**src/inc/timer_block_pkg.sv**
```systemverilog
// constants, types and helper functions shared by the auto-reload timer block
// assumes a 32-bit ahb-lite register bus with word-aligned registers
package timer_block_pkg;

  // register byte offsets, low eight address bits
  localparam logic [7:0] OFF_CONTROL = 8'h00;
  localparam logic [7:0] OFF_T0 = 8'h04;
  localparam logic [7:0] OFF_T1 = 8'h08;
  localparam logic [7:0] OFF_T2_COUNT = 8'h0c;
  localparam logic [7:0] OFF_T2_RELOAD = 8'h10;
  localparam logic [7:0] OFF_T2_CONTROL = 8'h14;
  localparam logic [7:0] OFF_STATUS = 8'h18;
  localparam logic [7:0] OFF_MASK = 8'h1c;

  // timer_control_register field positions
  localparam int CTL_T0_RUN = 0;
  localparam int CTL_T1_RUN = 1;
  localparam int CTL_T0_GATE = 2;
  localparam int CTL_T1_GATE = 3;
  localparam int CTL_T0_POL = 4;
  localparam int CTL_T1_POL = 5;
  localparam int CTL_W = 6;
  localparam logic [5:0] CONTROL_RESET = 6'h00;

  // timer_two_control_register field positions
  localparam int T2C_RUN = 0;
  localparam int T2C_SPLIT = 1;
  localparam int T2C_SRC_LO = 2;
  localparam int T2C_SRC_HI = 3;
  localparam int T2C_LOW_IRQ = 4;
  localparam int T2C_W = 5;
  localparam logic [4:0] T2_CONTROL_RESET = 5'h00;

  // status and mask field positions
  localparam int ST_T0 = 0;
  localparam int ST_T1 = 1;
  localparam int ST_T2H = 2;
  localparam int ST_T2L = 3;
  localparam int ST_W = 4;
  localparam logic [3:0] STATUS_RESET = 4'h0;
  localparam logic [3:0] MASK_RESET = 4'h0;

  // counter reset and limit values
  localparam logic [7:0] BYTE_RESET = 8'h00;
  localparam logic [7:0] BYTE_MAX = 8'hff;
  localparam logic [15:0] WORD_MAX = 16'hffff;

  // clock division figures
  localparam int PRESCALE_DIV = 12;
  localparam int EXT_DIV = 8;

  // ahb-lite encodings
  localparam logic [1:0] HRESP_OKAY = 2'h0;

  // timer two clock source, field value order 0..3
  typedef enum logic [1:0] {SRC_SYS_CLOCK, SRC_DIV12, SRC_EXT8, SRC_OFF} t2_source_type;

  // one step of an 8-bit auto-reload counter: {wrapped, next count}
  function automatic logic [8:0] step8(input logic [7:0] count, input logic [7:0] reload);
    logic [8:0] result;
    result = {1'b0, count + 8'h01};
    if (count == BYTE_MAX)
    begin
      result = {1'b1, reload};
    end
    return result;
  endfunction

endpackage

```
**src/core/auto_reload_timers.sv**
```systemverilog
// auto-reload timers zero, one and two behind an ahb-lite slave
// assumes a single ahb-lite master, word transfers only, one clock hclk
// Functional notes
// timer zero counts low, high is reload
// low wrap sets flag, reloads from high
// enabled timer zero flag raises interrupt
// reload never alters high reload byte
// software preloads low count before enabling
// timer one mirrors timer zero exactly
// count when run and gate/input allow
// timer two is two bytes, one counter
// split bit selects 16 or dual 8-bit
// timer two source: clock, /12, ext/8
// divided oscillator synchronised before counting
// 16-bit wrap loads reload, sets flag
// timer two overflow interrupts when enabled
// low-byte wrap interrupts when also enabled
// flags stay set until software clears
`timescale 1ns/100ps
`default_nettype none
module auto_reload_timers
  import timer_block_pkg::*;
(
  input wire logic hclk,
  input wire logic hresetn,
  input wire logic hsel,
  input wire logic [31:0] haddr,
  input wire logic [1:0] htrans,
  input wire logic hwrite,
  input wire logic [2:0] hsize,
  input wire logic [31:0] hwdata,
  input wire logic hready,
  output logic hreadyout,
  output logic [1:0] hresp,
  output logic [31:0] hrdata,
  input wire logic external_irq_input_zero,
  input wire logic external_irq_input_one,
  input wire logic ext_osc_in,
  output logic irq
);

  localparam int PW = $clog2(PRESCALE_DIV);
  localparam logic [PW-1:0] PRESCALE_LAST = PW'(PRESCALE_DIV - 1);

  // bus slave

  logic addr_take; // a valid transfer is offered to this slave
  logic dp_write_reg; // data phase of a write is in progress
  logic dp_read_reg; // data phase of a read is in progress
  logic [7:0] dp_addr_reg; // latched byte offset of the transfer
  logic unused_bits; // address, size and upper write-data bits the slave ignores

  assign addr_take = hsel & hready & htrans[1];
  assign unused_bits = ^{haddr[31:8], hsize, hwdata[31:16]};

  // capture the address phase
  always_ff @(posedge hclk or negedge hresetn)
  begin
    if (!hresetn)
    begin
      dp_write_reg <= 1'b0;
      dp_read_reg <= 1'b0;
      dp_addr_reg <= 8'h00;
    end
    else if (hready)
    begin
      dp_write_reg <= addr_take & hwrite;
      dp_read_reg <= addr_take & ~hwrite;
      dp_addr_reg <= haddr[7:0];
    end
  end

  // zero wait states, always okay
  assign hreadyout = 1'b1;
  assign hresp = HRESP_OKAY;

  // write strobes, active in the data phase
  logic wr_ctrl; // timer_control_register write
  logic wr_t0; // timer zero count/reload write
  logic wr_t1; // timer one count/reload write
  logic wr_t2_count; // timer two counter write
  logic wr_t2_reload; // timer two reload write
  logic wr_t2_ctrl; // timer_two_control_register write
  logic wr_status; // status write, ones clear
  logic wr_mask; // irq_enable_register write
  logic rd_status; // status read, clears all flags

  assign wr_ctrl = dp_write_reg && (dp_addr_reg == OFF_CONTROL);
  assign wr_t0 = dp_write_reg && (dp_addr_reg == OFF_T0);
  assign wr_t1 = dp_write_reg && (dp_addr_reg == OFF_T1);
  assign wr_t2_count = dp_write_reg && (dp_addr_reg == OFF_T2_COUNT);
  assign wr_t2_reload = dp_write_reg && (dp_addr_reg == OFF_T2_RELOAD);
  assign wr_t2_ctrl = dp_write_reg && (dp_addr_reg == OFF_T2_CONTROL);
  assign wr_status = dp_write_reg && (dp_addr_reg == OFF_STATUS);
  assign wr_mask = dp_write_reg && (dp_addr_reg == OFF_MASK);
  assign rd_status = dp_read_reg && (dp_addr_reg == OFF_STATUS);

  // control registers

  logic [CTL_W-1:0] timer_control_register; // run, gate, polarity bits
  logic [T2C_W-1:0] timer_two_control_register; // run, split, source, low irq
  logic [ST_W-1:0] irq_enable_register; // interrupt mask

  // software-written control state
  always_ff @(posedge hclk or negedge hresetn)
  begin
    if (!hresetn)
    begin
      timer_control_register <= CONTROL_RESET;
      timer_two_control_register <= T2_CONTROL_RESET;
      irq_enable_register <= MASK_RESET;
    end
    else
    begin
      if (wr_ctrl)
      begin
        timer_control_register <= hwdata[CTL_W-1:0];
      end
      if (wr_t2_ctrl)
      begin
        timer_two_control_register <= hwdata[T2C_W-1:0];
      end
      if (wr_mask)
      begin
        irq_enable_register <= hwdata[ST_W-1:0];
      end
    end
  end

  // timers zero and one

  logic [1:0] run_bit; // timer_zero_run_bit and its twin
  logic [1:0] gate_bit; // timer_zero_gate_bit and its twin
  logic [1:0] pol_bit; // external_input_polarity per timer
  logic [1:0] ext_in; // external interrupt inputs per timer
  logic [1:0] t_enable; // counting allowed this cycle
  logic [1:0] t_write; // software writes the timer this cycle
  logic [1:0] t_ovf; // overflow event per timer
  logic [7:0] low_count_reg [2]; // timer_zero_low_count, timer_one_low_count
  logic [7:0] high_reload_reg [2]; // timer_zero_high_reload, timer_one_high_reload
  logic [8:0] t_step [2]; // {wrap, next} per timer

  assign run_bit = {timer_control_register[CTL_T1_RUN], timer_control_register[CTL_T0_RUN]};
  assign gate_bit = {timer_control_register[CTL_T1_GATE], timer_control_register[CTL_T0_GATE]};
  assign pol_bit = {timer_control_register[CTL_T1_POL], timer_control_register[CTL_T0_POL]};
  assign ext_in = {external_irq_input_one, external_irq_input_zero};
  assign t_write = {wr_t1, wr_t0};

  // input counts as active when its level equals the polarity bit
  assign t_enable = run_bit & (~gate_bit | ~(ext_in ^ pol_bit));

  assign t_step[0] = step8(low_count_reg[0], high_reload_reg[0]);
  assign t_step[1] = step8(low_count_reg[1], high_reload_reg[1]);

  // a wrap that coincides with a software write is dropped with the count
  assign t_ovf[0] = t_enable[0] & t_step[0][8] & ~t_write[0];
  assign t_ovf[1] = t_enable[1] & t_step[1][8] & ~t_write[1];

  // counting and reload; the high byte changes only by software
  always_ff @(posedge hclk or negedge hresetn)
  begin
    if (!hresetn)
    begin
      for (int i = 0; i < 2; i++)
      begin
        low_count_reg[i] <= BYTE_RESET;
        high_reload_reg[i] <= BYTE_RESET;
      end
    end
    else
    begin
      for (int i = 0; i < 2; i++)
      begin
        if (t_write[i])
        begin
          // software preload of count and reload
          low_count_reg[i] <= hwdata[7:0];
          high_reload_reg[i] <= hwdata[15:8];
        end
        else if (t_enable[i])
        begin
          // reload path leaves high_reload_reg untouched
          low_count_reg[i] <= t_step[i][7:0];
        end
      end
    end
  end

  // timer two clock source

  logic [PW-1:0] prescale_reg; // free-running divide-by-twelve counter
  logic div12_tick; // one cycle in twelve
  logic ext_tick; // synchronised oscillator divided by eight
  logic t2_tick; // selected source tick
  t2_source_type t2_source; // decoded source field

  // free-running prescaler for the divided system clock
  always_ff @(posedge hclk or negedge hresetn)
  begin
    if (!hresetn)
    begin
      prescale_reg <= '0;
    end
    else
    begin
      prescale_reg <= (prescale_reg == PRESCALE_LAST) ? '0 : prescale_reg + PW'(1);
    end
  end

  assign div12_tick = (prescale_reg == PRESCALE_LAST);

  // oscillator passes through a two-flop synchroniser before use
  ext_osc_tick #(
    .DIV(EXT_DIV)
  ) u_ext_osc_tick (
    .hclk(hclk),
    .hresetn(hresetn),
    .osc_in(ext_osc_in),
    .tick(ext_tick)
  );

  assign t2_source = t2_source_type'(timer_two_control_register[T2C_SRC_HI:T2C_SRC_LO]);

  // source select; the spare code stops the timer
  assign t2_tick = (t2_source == SRC_SYS_CLOCK) ? 1'b1 :
                   (t2_source == SRC_DIV12) ? div12_tick :
                   (t2_source == SRC_EXT8) ? ext_tick : 1'b0;

  // timer two counter

  logic [7:0] timer_two_low_byte; // counter low byte
  logic [7:0] timer_two_high_byte; // counter high byte
  logic [7:0] timer_two_reload_low; // reload low byte
  logic [7:0] timer_two_reload_high; // reload high byte
  logic t2_advance; // timer two steps this cycle
  logic timer_two_split_select; // split into two 8-bit timers
  logic [15:0] t2_count; // both bytes as one counter
  logic [15:0] t2_reload; // both reload bytes
  logic t2_full; // counter at its maximum
  logic [15:0] t2_next16; // next value in 16-bit mode
  logic [8:0] t2_low_step; // split-mode low byte step
  logic [8:0] t2_high_step; // split-mode high byte step
  logic [15:0] t2_next; // next value in the active mode
  logic t2_high_ovf; // high byte (or full) overflow event
  logic t2_low_ovf; // low byte overflow event

  assign timer_two_split_select = timer_two_control_register[T2C_SPLIT];
  assign t2_advance = timer_two_control_register[T2C_RUN] & t2_tick & ~wr_t2_count;
  assign t2_count = {timer_two_high_byte, timer_two_low_byte};
  assign t2_reload = {timer_two_reload_high, timer_two_reload_low};
  assign t2_full = (t2_count == WORD_MAX);

  // 16-bit wrap loads the reload pair
  assign t2_next16 = t2_full ? t2_reload : t2_count + 16'h0001;

  assign t2_low_step = step8(timer_two_low_byte, timer_two_reload_low);
  assign t2_high_step = step8(timer_two_high_byte, timer_two_reload_high);

  // mode select between one 16-bit and two 8-bit timers
  assign t2_next = timer_two_split_select ?
                   {t2_high_step[7:0], t2_low_step[7:0]} : t2_next16;

  // overflow events in either mode
  assign t2_high_ovf = t2_advance &
                       (timer_two_split_select ? t2_high_step[8] : t2_full);
  assign t2_low_ovf = t2_advance & (timer_two_low_byte == BYTE_MAX);

  // timer two counter and reload registers
  always_ff @(posedge hclk or negedge hresetn)
  begin
    if (!hresetn)
    begin
      timer_two_low_byte <= BYTE_RESET;
      timer_two_high_byte <= BYTE_RESET;
      timer_two_reload_low <= BYTE_RESET;
      timer_two_reload_high <= BYTE_RESET;
    end
    else
    begin
      if (wr_t2_count)
      begin
        timer_two_low_byte <= hwdata[7:0];
        timer_two_high_byte <= hwdata[15:8];
      end
      else if (t2_advance)
      begin
        timer_two_low_byte <= t2_next[7:0];
        timer_two_high_byte <= t2_next[15:8];
      end
      if (wr_t2_reload)
      begin
        timer_two_reload_low <= hwdata[7:0];
        timer_two_reload_high <= hwdata[15:8];
      end
    end
  end

  // status flags and interrupt

  logic [ST_W-1:0] status_reg; // sticky overflow flags
  logic [ST_W-1:0] status_set; // events this cycle
  logic [ST_W-1:0] status_clr; // software clears this cycle
  logic [ST_W-1:0] status_next; // next flag value, set wins
  logic [ST_W-1:0] irq_gate; // per-flag interrupt enable
  logic irq_reg; // registered interrupt level
  logic timer_zero_overflow_flag; // flag view for timer zero

  assign status_set = {t2_low_ovf, t2_high_ovf, t_ovf[1], t_ovf[0]};

  // a status read clears all flags, a write clears the ones written
  assign status_clr = (rd_status ? {ST_W{1'b1}} : {ST_W{1'b0}}) |
                      (wr_status ? hwdata[ST_W-1:0] : {ST_W{1'b0}});

  // an event in the clearing cycle survives
  assign status_next = (status_reg & ~status_clr) | status_set;

  // low-byte interrupt needs timer two enable and both low enables
  assign irq_gate = {irq_enable_register[ST_T2L] & irq_enable_register[ST_T2H] &
                     timer_two_control_register[T2C_LOW_IRQ],
                     irq_enable_register[ST_T2H],
                     irq_enable_register[ST_T1],
                     irq_enable_register[ST_T0]};

  // flags and interrupt level
  always_ff @(posedge hclk or negedge hresetn)
  begin
    if (!hresetn)
    begin
      status_reg <= STATUS_RESET;
      irq_reg <= 1'b0;
    end
    else
    begin
      status_reg <= status_next;
      irq_reg <= |(status_next & irq_gate);
    end
  end

  assign timer_zero_overflow_flag = status_reg[ST_T0];
  assign irq = irq_reg;

  // read data

  logic [31:0] rd_mux; // selected register view

  // unmapped offsets read as zero
  assign rd_mux =
    (dp_addr_reg == OFF_CONTROL) ? {26'h0, timer_control_register} :
    (dp_addr_reg == OFF_T0) ? {16'h0, high_reload_reg[0], low_count_reg[0]} :
    (dp_addr_reg == OFF_T1) ? {16'h0, high_reload_reg[1], low_count_reg[1]} :
    (dp_addr_reg == OFF_T2_COUNT) ? {16'h0, t2_count} :
    (dp_addr_reg == OFF_T2_RELOAD) ? {16'h0, t2_reload} :
    (dp_addr_reg == OFF_T2_CONTROL) ? {27'h0, timer_two_control_register} :
    (dp_addr_reg == OFF_STATUS) ? {28'h0, status_reg[3:1], timer_zero_overflow_flag} :
    (dp_addr_reg == OFF_MASK) ? {28'h0, irq_enable_register} : 32'h0000_0000;

  // read data shown only in a read data phase
  assign hrdata = (dp_read_reg | (unused_bits & 1'b0)) ? rd_mux : 32'h0000_0000;

endmodule
`default_nettype wire

```
**src/core/ext_osc_tick.sv**
```systemverilog
// external oscillator synchroniser and divide-by-eight tick generator
// assumes the oscillator runs below half the system clock rate
`timescale 1ns/100ps
`default_nettype none
module ext_osc_tick
  import timer_block_pkg::*;
#(
  parameter int DIV = EXT_DIV
)
(
  input wire logic hclk,
  input wire logic hresetn,
  input wire logic osc_in,
  output logic tick
);

  localparam int CW = $clog2(DIV);
  localparam logic [CW-1:0] LAST = CW'(DIV - 1);

  logic meta_reg; // first stage, read only by the second
  logic sync_reg; // second stage, safe to use
  logic prev_reg; // delayed copy for edge detection
  logic [CW-1:0] count_reg; // rising edges seen in this period
  logic tick_reg; // one-cycle pulse every DIV edges
  logic rise; // rising edge of the synchronised oscillator

  assign rise = sync_reg & ~prev_reg;

  // two-flop synchroniser plus edge history
  always_ff @(posedge hclk or negedge hresetn)
  begin
    if (!hresetn)
    begin
      meta_reg <= 1'b0;
      sync_reg <= 1'b0;
      prev_reg <= 1'b0;
    end
    else
    begin
      meta_reg <= osc_in;
      sync_reg <= meta_reg;
      prev_reg <= sync_reg;
    end
  end

  // divide the synchronised edges by DIV
  always_ff @(posedge hclk or negedge hresetn)
  begin
    if (!hresetn)
    begin
      count_reg <= '0;
      tick_reg <= 1'b0;
    end
    else
    begin
      tick_reg <= rise && (count_reg == LAST);
      if (rise)
      begin
        count_reg <= (count_reg == LAST) ? '0 : count_reg + CW'(1);
      end
    end
  end

  assign tick = tick_reg;

endmodule
`default_nettype wire

```
**config.mk**
```make
export PLATFORM = sky130hd
export DESIGN_NAME = auto_reload_timers
export DESIGN_NICKNAME = d
export VERILOG_FILES = /design/src/inc/timer_block_pkg.sv /design/src/core/auto_reload_timers.sv /design/src/core/ext_osc_tick.sv
export SDC_FILE = /design/constraint.sdc
export NUM_CORES = 1
export LEC_CHECK = 0
export ABC_AREA = 1
export BUFFER_PORTS_ARGS = -buffer_cell sky130_fd_sc_hd__buf_4
export CAP_MARGIN = 0
export CORE_MARGIN = 4
export CORE_UTILIZATION = 30
export CTS_BUF_LIST = sky130_fd_sc_hd__clkbuf_16
export DETAILED_ROUTE_END_ITERATION = 12
export SETUP_SLACK_MARGIN = 0.4
export SYNTH_ARGS = -nofsm -noshare
export SYNTH_HDL_FRONTEND = slang
export SYNTH_SLANG_ARGS = --single-unit
```
**constraint.sdc**
```tcl
create_clock -name hclk -period 1.8 [get_ports hclk]
set_input_delay 0.45 -clock hclk [delete_from_list [all_inputs] [get_ports hclk]]
set_output_delay 0.45 -clock hclk [all_outputs]
set_load 0.01 [all_outputs]
```
# --- Word-level counts from Yosys, hierarchy flattened ---
# Cells that the tools add are included.
op_classes:
  n_addsub: 7
  mul: 0
  n_div: 0
  n_lt_le_gt_ge: 0
  eq_ne: 16
  shifts: 0
  muxes: 31
  bitwise_logic: 30
  n_reduce_logical: 16
ops:
  columns: ["operator", "n"]
  rows:
  - ["$mux 16", 8]
  - ["$mux 8", 9]
  - ["$add 8x1->8 const B", 4]
  - ["$eq 8x5->1 const B", 4]
  - ["$eq 8x8->1 const B", 4]
  - ["$mux 9", 3]
  - ["$mux 4", 5]
  - ["$add 16x1->16 const B", 1]
  - ["$eq 16x16->1 const B", 1]
  - ["$eq 8x4->1 const B", 2]
  - ["$and 1x1->1", 15]
  - ["$logic_and 1x1->1", 10]
  - ["$and 4x4->4", 2]
  - ["$eq 8x3->1 const B", 1]
  - ["$logic_not 8->1", 1]
  - ["$or 4x4->4", 2]
  - ["$reduce_bool 2->1", 3]
  - ["$mux 5", 1]
  - ["$not 1->1", 5]
  - ["$add 4x1->4 const B", 1]
  - ["$eq 4x4->1 const B", 1]
  - ["$mux 1", 4]
  - ["$not 2->2", 2]
  - ["$not 4->4", 1]
  - ["other kinds (10)", 10]
totals:
  regBits: 105
  latch_bits: 0
  ramBits: 0
  mem_bits_ro: 0
  inputBits: 77
  output_inout_bits: 36
  elab_cells: 122
  mem_count: 0

# --- Longest topological paths before layout ---
depth:
  word_depth: 10
  ltp_mapped: 12
  ltp_nobuf: 12

# --- Hierarchy ---
# From an unflattened synthesis, not the netlist that was laid out.
unflattened:
  cells_unflattened: 857
  hier_area_um2: 6439.9
modules_own_cells:
  columns: ["mod", "instances", "cells_per_inst", "area_each_um2", "seq_area_each_um2"]
  rows:
  - ["auto_reload_timers", 1, 830, 6169.7, 2452.4]
  - ["ext_osc_tick", 1, 27, 270.3, 175.2]

# --- Worst setup path before layout ---
# No wires, ideal clock.
synth_path:
  path_type: "reg-to-output"
  startpoint: "reg dp_addr_reg[5]"
  endpoint: "out hrdata[14]"
  t_arrival_ns: 1.368
  required_time_ns: 1.350
  setup_slack_ns: -0.018
  stages_incl_launch_ff: 11
  path_buffers: 1
  cell_sequence: "dfrtp_1 -> inv_2 -> nand2_1 -> nor2_4 -> inv_2 -> nor2_1 -> buf_4 -> nand2_1 -> o21ai_0 -> o21ai_1 -> a21oi_1"
synth_via:
  elab_chain_len: 7
  word_cells_on_any_way: 11
  cone_classes: "4 x eq/ne; 6 x mux; 1 x reduce/logical"
synth_rtl:
  columns: ["item", "line", "rtl"]
  rows:
  - ["from (decl)", "auto_reload_timers.sv:50", "logic [7:0] dp_addr_reg;"]
  - ["from (signal assigned)", "auto_reload_timers.sv:69", "dp_addr_reg <= haddr[7:0];"]
  - ["$eq 8x5->1", "auto_reload_timers.sv:352", "(dp_addr_reg == OFF_T2_RELOAD) ? {16'h0, t2_reload} :"]
  - ["$mux 16", "auto_reload_timers.sv:352", null]
  - ["$mux 16", "auto_reload_timers.sv:351", "(dp_addr_reg == OFF_T2_COUNT) ? {16'h0, t2_count} :"]
  - ["$mux 16", "auto_reload_timers.sv:350", "(dp_addr_reg == OFF_T1) ? {16'h0, high_reload_reg[1], low_count_reg[1]} :"]
  - ["$mux 16", "auto_reload_timers.sv:349", "(dp_addr_reg == OFF_T0) ? {16'h0, high_reload_reg[0], low_count_reg[0]} :"]
  - ["$mux 16 *", "auto_reload_timers.sv:348", "(dp_addr_reg == OFF_CONTROL) ? {26'h0, timer_control_register} :"]
  - ["$mux 16 *", "auto_reload_timers.sv:358", "assign hrdata = (dp_read_reg | (unused_bits & 1'b0)) ? rd_mux : 32'h0000_0000;"]
  - ["to (decl)", "auto_reload_timers.sv:35", "output logic [31:0] hrdata,"]
# Every way passes the cells marked *; elsewhere a longest branch is shown, timed or not.

# --- Worst setup path in the final report ---
layout_path:
  startpoint: "reg dp_addr_reg[6]"
  endpoint: "out hrdata[8]"
# Same word-level chain as after synthesis.

==> run summary <==
The run finished, with violations left. The final reports fail on negative setup slack. The fraction of registers with async set or reset after synthesis is 1.00. The logs give 0.661 for the worst slew margin relative to its limit and 0.414 for the register area share after synthesis. The nature of the critical path endpoint was an output port.

Setup repair after global routing could not meet its margin everywhere. The run gives 0.416 GHz as the highest attainable clock frequency. The run gives 6229 as the number of global-route vias before repair. Signal routing reaches up to met4. The top flip-flop cell by instance count after synthesis is sky130_fd_sc_hd__dfrtp_1. TritonCTS built the clock tree.

The residual DRC count was 0; the x dimension of the die was 153 um. The measured slew at the worst slew-check pin works out to 0.509 ns. The worst hold path class was input pin to flop. The share of total power consumed by net switching is 0.416. In the final layout, the multi-input gates occupy 3870 um^2. The H-tree level count is 3, and the worst supply voltage drop on vdd is 435 uV.

The run gives 0.411 as the combinational fraction of design power. Total count of hold-check failures in the final report: 0. For the clock share of power, the log shows 0.216.

The total of endpoints with negative setup slack in the final report was 16; the total I/O pin count was 113. The placer's final routability congestion estimate came out at 0.924. The synthesized netlist cell count was 853. The tools report the insertion delay to the later sink of the worst-skew pair as 0.37 ns. The critical path is of the flop to output port type. Data on the critical path is required at its endpoint by 1.35 ns. The share of the synthesized netlist area taken by xor and xnor gates came out at 0.0152. Kind of start point of the critical path: a flop.

The critical path's top delay family is simple AND/OR/NAND/NOR gates. Final cycle utilization of the critical path: 1.33. The fraction of the mapped netlist area in compound gates was 0.155. In the detailed route, the total length drawn on met2 is 10.6 mm. Top cell type's share of synthesized area: 0.414. The tools report the power dissipated by switching net loads as 0.00369 W. In the final routing, the length of wire on met1 measures 9.00 mm. The final HPWL from detailed placement came out at 15.2 mm. The largest family of logic cells by synthesized area is simple AND/OR/NAND/NOR gates. The number of antenna diodes in the final layout is 0.

For the total core area, the log shows 20500 um^2. The initial cell density of the core was 0.309. The total overflow reported by the global router was 0; the count of buffering cells on the critical path with inverters included was 4. The number of port buffers is 49. The synthesized netlist occupies a cell area of 6340 um^2. The clock edge transition at the registers on the reported setup and hold paths works out to 0.07 ns.

The final layout contains 1075 nets. Summed over all instances, the cell type with the most area after synthesis is sky130_fd_sc_hd__dfrtp_1. Share of the core filled with cells: 0.439. CTS placed an instance of sky130_fd_sc_hd__clkbuf_16 at the clock tree root. The library cell contributing the largest single delay on the critical path is sky130_fd_sc_hd__dfrtp_1.

The logs give 5 for the iteration count of the initial detailed-routing pass and 1.95 ns for the data arrival at the endpoint of the critical path. The logs give 0.373 for the sequential share of power and 0.00518 W for the internal cell power. Subtracting the final worst setup slack from the clock period gives 2.40 ns. The clock arrives with 0.00590 ns of skew. The first routing iteration left 414 violations. The area growth from synthesis to final layout is 41.9%. The cell area power density was 985 nW/um^2; the number of nets with antenna violations after routing was 0.

The clock passes through at most 2 buffers. Number of buffers inserted during clock tree synthesis: 9. Once placement finished, the instance area stood at 7430 um^2. After detailed routing, the total wire length is 21.4 mm. Max-cap violations in this run came to 0. The share of synthesized cell area in and, or, nand and nor gates was 0.290. Detailed routing inserted a total of 6389 vias. The tools report the worst-case hold slack as 0.198 ns. The adder and majority cell fraction of the synthesized area was 0.0138. Dividing the synthesized area by the synthesized cell count gives 7.43 um^2.

The fraction of final layout cells sized beyond drive strength 1 was 0.366; the number of distinct library cells after synthesis was 44. Met3 wire length: 1.10 mm. Counting the fill cells in the layout gives 1996. Initial antenna violation count: 0. The max-slew violation total from the final report was 0; the post-route cell area was 8990 um^2. The total global-route track usage was 0.173.

The initialized floorplan defines 52 standard-cell rows. Entering global routing, the biggest net connects 28 pins. After synthesis, the cell types taking the most area are sky130_fd_sc_hd__dfrtp_1 41%, sky130_fd_sc_hd__nand2_1 14%, sky130_fd_sc_hd__inv_1 5.7%, sky130_fd_sc_hd__nand3_1 5.4%, sky130_fd_sc_hd__o21ai_0 5.4%. Dividing the detail-routed via count by the number of cells gives 5.05.

The die covers 23500 um^2. The area taken by flip-flops and latches was 2630 um^2; the worst-case setup margin in the final layout was -0.602 ns. The peak per-stage delay on the critical path is 0.38 ns, and the number of sinks driven by the clock tree is 105.

The detailed-route wire length per cell came out at 16.9 um. Counting flops and latches in the post-synthesis netlist gives 105. The first global-routing pass estimated 32.6 mm of wire. Walking the worst path, the cells encountered are inv_2, nand2_4, nor2_4, inv_2, nor2_4, buf_6, nand2_1, o21ai_2, o21ai_2, a21oi_2, buf_4. In this run the worst path has a maximum fanout of 5. The standby leakage power is 4.40 nW, and the number of flops mapped to enable cells by yosys is 0. The post-synthesis mux area share is 0.00178.

During synthesis, Yosys emitted a total of 0 warnings. The floorplan step set the die height to 153 um.
## layer usage
metal / vias to the layer above / GRT usage
met3: 52 / 0.0252
met4: 0 / 0.0673
met2: 215 / 0.294
met5: - / 0
li1: 3048 / -
met1: 3074 / 0.224
## placed cells by master, fill, tap and decap left out, types with 8 or more instances in the layout
cell and instances:
sky130_fd_sc_hd__nand2_1 188, sky130_fd_sc_hd__dfrtp_1 103, sky130_fd_sc_hd__buf_4 101, sky130_fd_sc_hd__inv_1 85, sky130_fd_sc_hd__nand3_1 52, sky130_fd_sc_hd__nand2_2 37
sky130_fd_sc_hd__o21ai_0 35, sky130_fd_sc_hd__o21ai_1 34, sky130_fd_sc_hd__nor2_1 32, sky130_fd_sc_hd__buf_6 25, sky130_fd_sc_hd__inv_2 24, sky130_fd_sc_hd__o21ai_2 24
sky130_fd_sc_hd__nand2_4 23, sky130_fd_sc_hd__o211ai_1 21, sky130_fd_sc_hd__conb_1 19, sky130_fd_sc_hd__nor2_4 17, sky130_fd_sc_hd__a21oi_1 14, sky130_fd_sc_hd__clkbuf_16 13
sky130_fd_sc_hd__nand4_1 11, sky130_fd_sc_hd__nand3_2 11, sky130_fd_sc_hd__a21oi_2 10, sky130_fd_sc_hd__nor2_2 10, sky130_fd_sc_hd__xor2_1 9, sky130_fd_sc_hd__buf_12 8
## area by class of cell
class | instances | share of cell area
Multi-Input combinational cell | 614 | 0.430
Timing Repair Buffer | 145 | 0.158
Sequential cell | 105 | 0.292
Tap cell | 270 | 0.0376
Clock buffer | 9 | 0.0250
Inverter | 116 | 0.0509
Clock inverter | 7 | 0.00529
## power by group through the flow
stage | Sequential (W) | Combinational (W) | Clock [W]
finish | 0.00331 | 0.00364 | 0.00192
global route | 0.00336 | 0.00408 | 0.00205
CTS | 0.00326 | 0.00342 | 0.00193
detailed placement | 0.00328 | 0.00312 | 0
global placement | 0.00327 | 0.00306 | 0
floorplan | 0.00317 | 0.00230 | 0
## worst paths after layout
check,from,end,slack [ns],cells past startpoint
min,ext_osc_in,u_ext_osc_tick.meta_reg,0.20,1
max in group asynchronous,hresetn,high_reload_reg[15],0.76,4
min in group asynchronous,hresetn,u_ext_osc_tick.count_reg[1],0.46,2
max reg2reg,dp_addr_reg[0],timer_two_high_byte[0],0.01,11
min reg2reg,u_ext_osc_tick.meta_reg,u_ext_osc_tick.sync_reg,0.35,0
max,dp_addr_reg[6],hrdata[8],-0.60,11
## cells in the mapped netlist, drive strengths merged, types with 2 or more instances
| cell type | n |
|---|---|
| or2 | 6 |
| nor2 | 59 |
| inv | 115 |
| o211ai | 23 |
| xor2 | 9 |
| nor3 | 5 |
| xnor2 | 2 |
| dfrtp | 105 |
| nand3 | 70 |
| clkbuf | 3 |
| o22ai | 13 |
| o2111ai | 2 |
| a31oi | 5 |
| buf | 34 |
| conb | 2 |
| ha | 7 |
| a21oi | 25 |
| o21ai | 93 |
| nand4 | 12 |
| nand2 | 250 |
| o221ai | 6 |
## kinds of logic after synthesis
family | count (synthesis)
flops | 105
fa+ha+maj | 7
mux | 1
buf+inv | 153
xor+xnor | 11
other cells | 2
compound gates | 170
simple gates | 404
## through the flow
step	worst slack, ns	power [W]	instances	setup TNS, ns
finish	-0.602	0.00886	1266	-8.79
global route	-0.667	0.00949	1266	-10.35
CTS	-0.591	0.00861	1243	-8.76
detailed placement	-0.259	0.00640	1208	-3.08
global placement	-0.308	0.00633	1208	-3.26
floorplan	0.0595	0.00548	870	0
## what timing repair did
action                     4_1_cts  5_1_grt
setup endpoints to repair      100      100
cloned                           5        6
pin swaps                       29       36
resized for setup              119      128
hold endpoints to repair         8        0
hold buffers                     1        0
buffers inserted                13       17
Power figures use the tool's default switching activity.
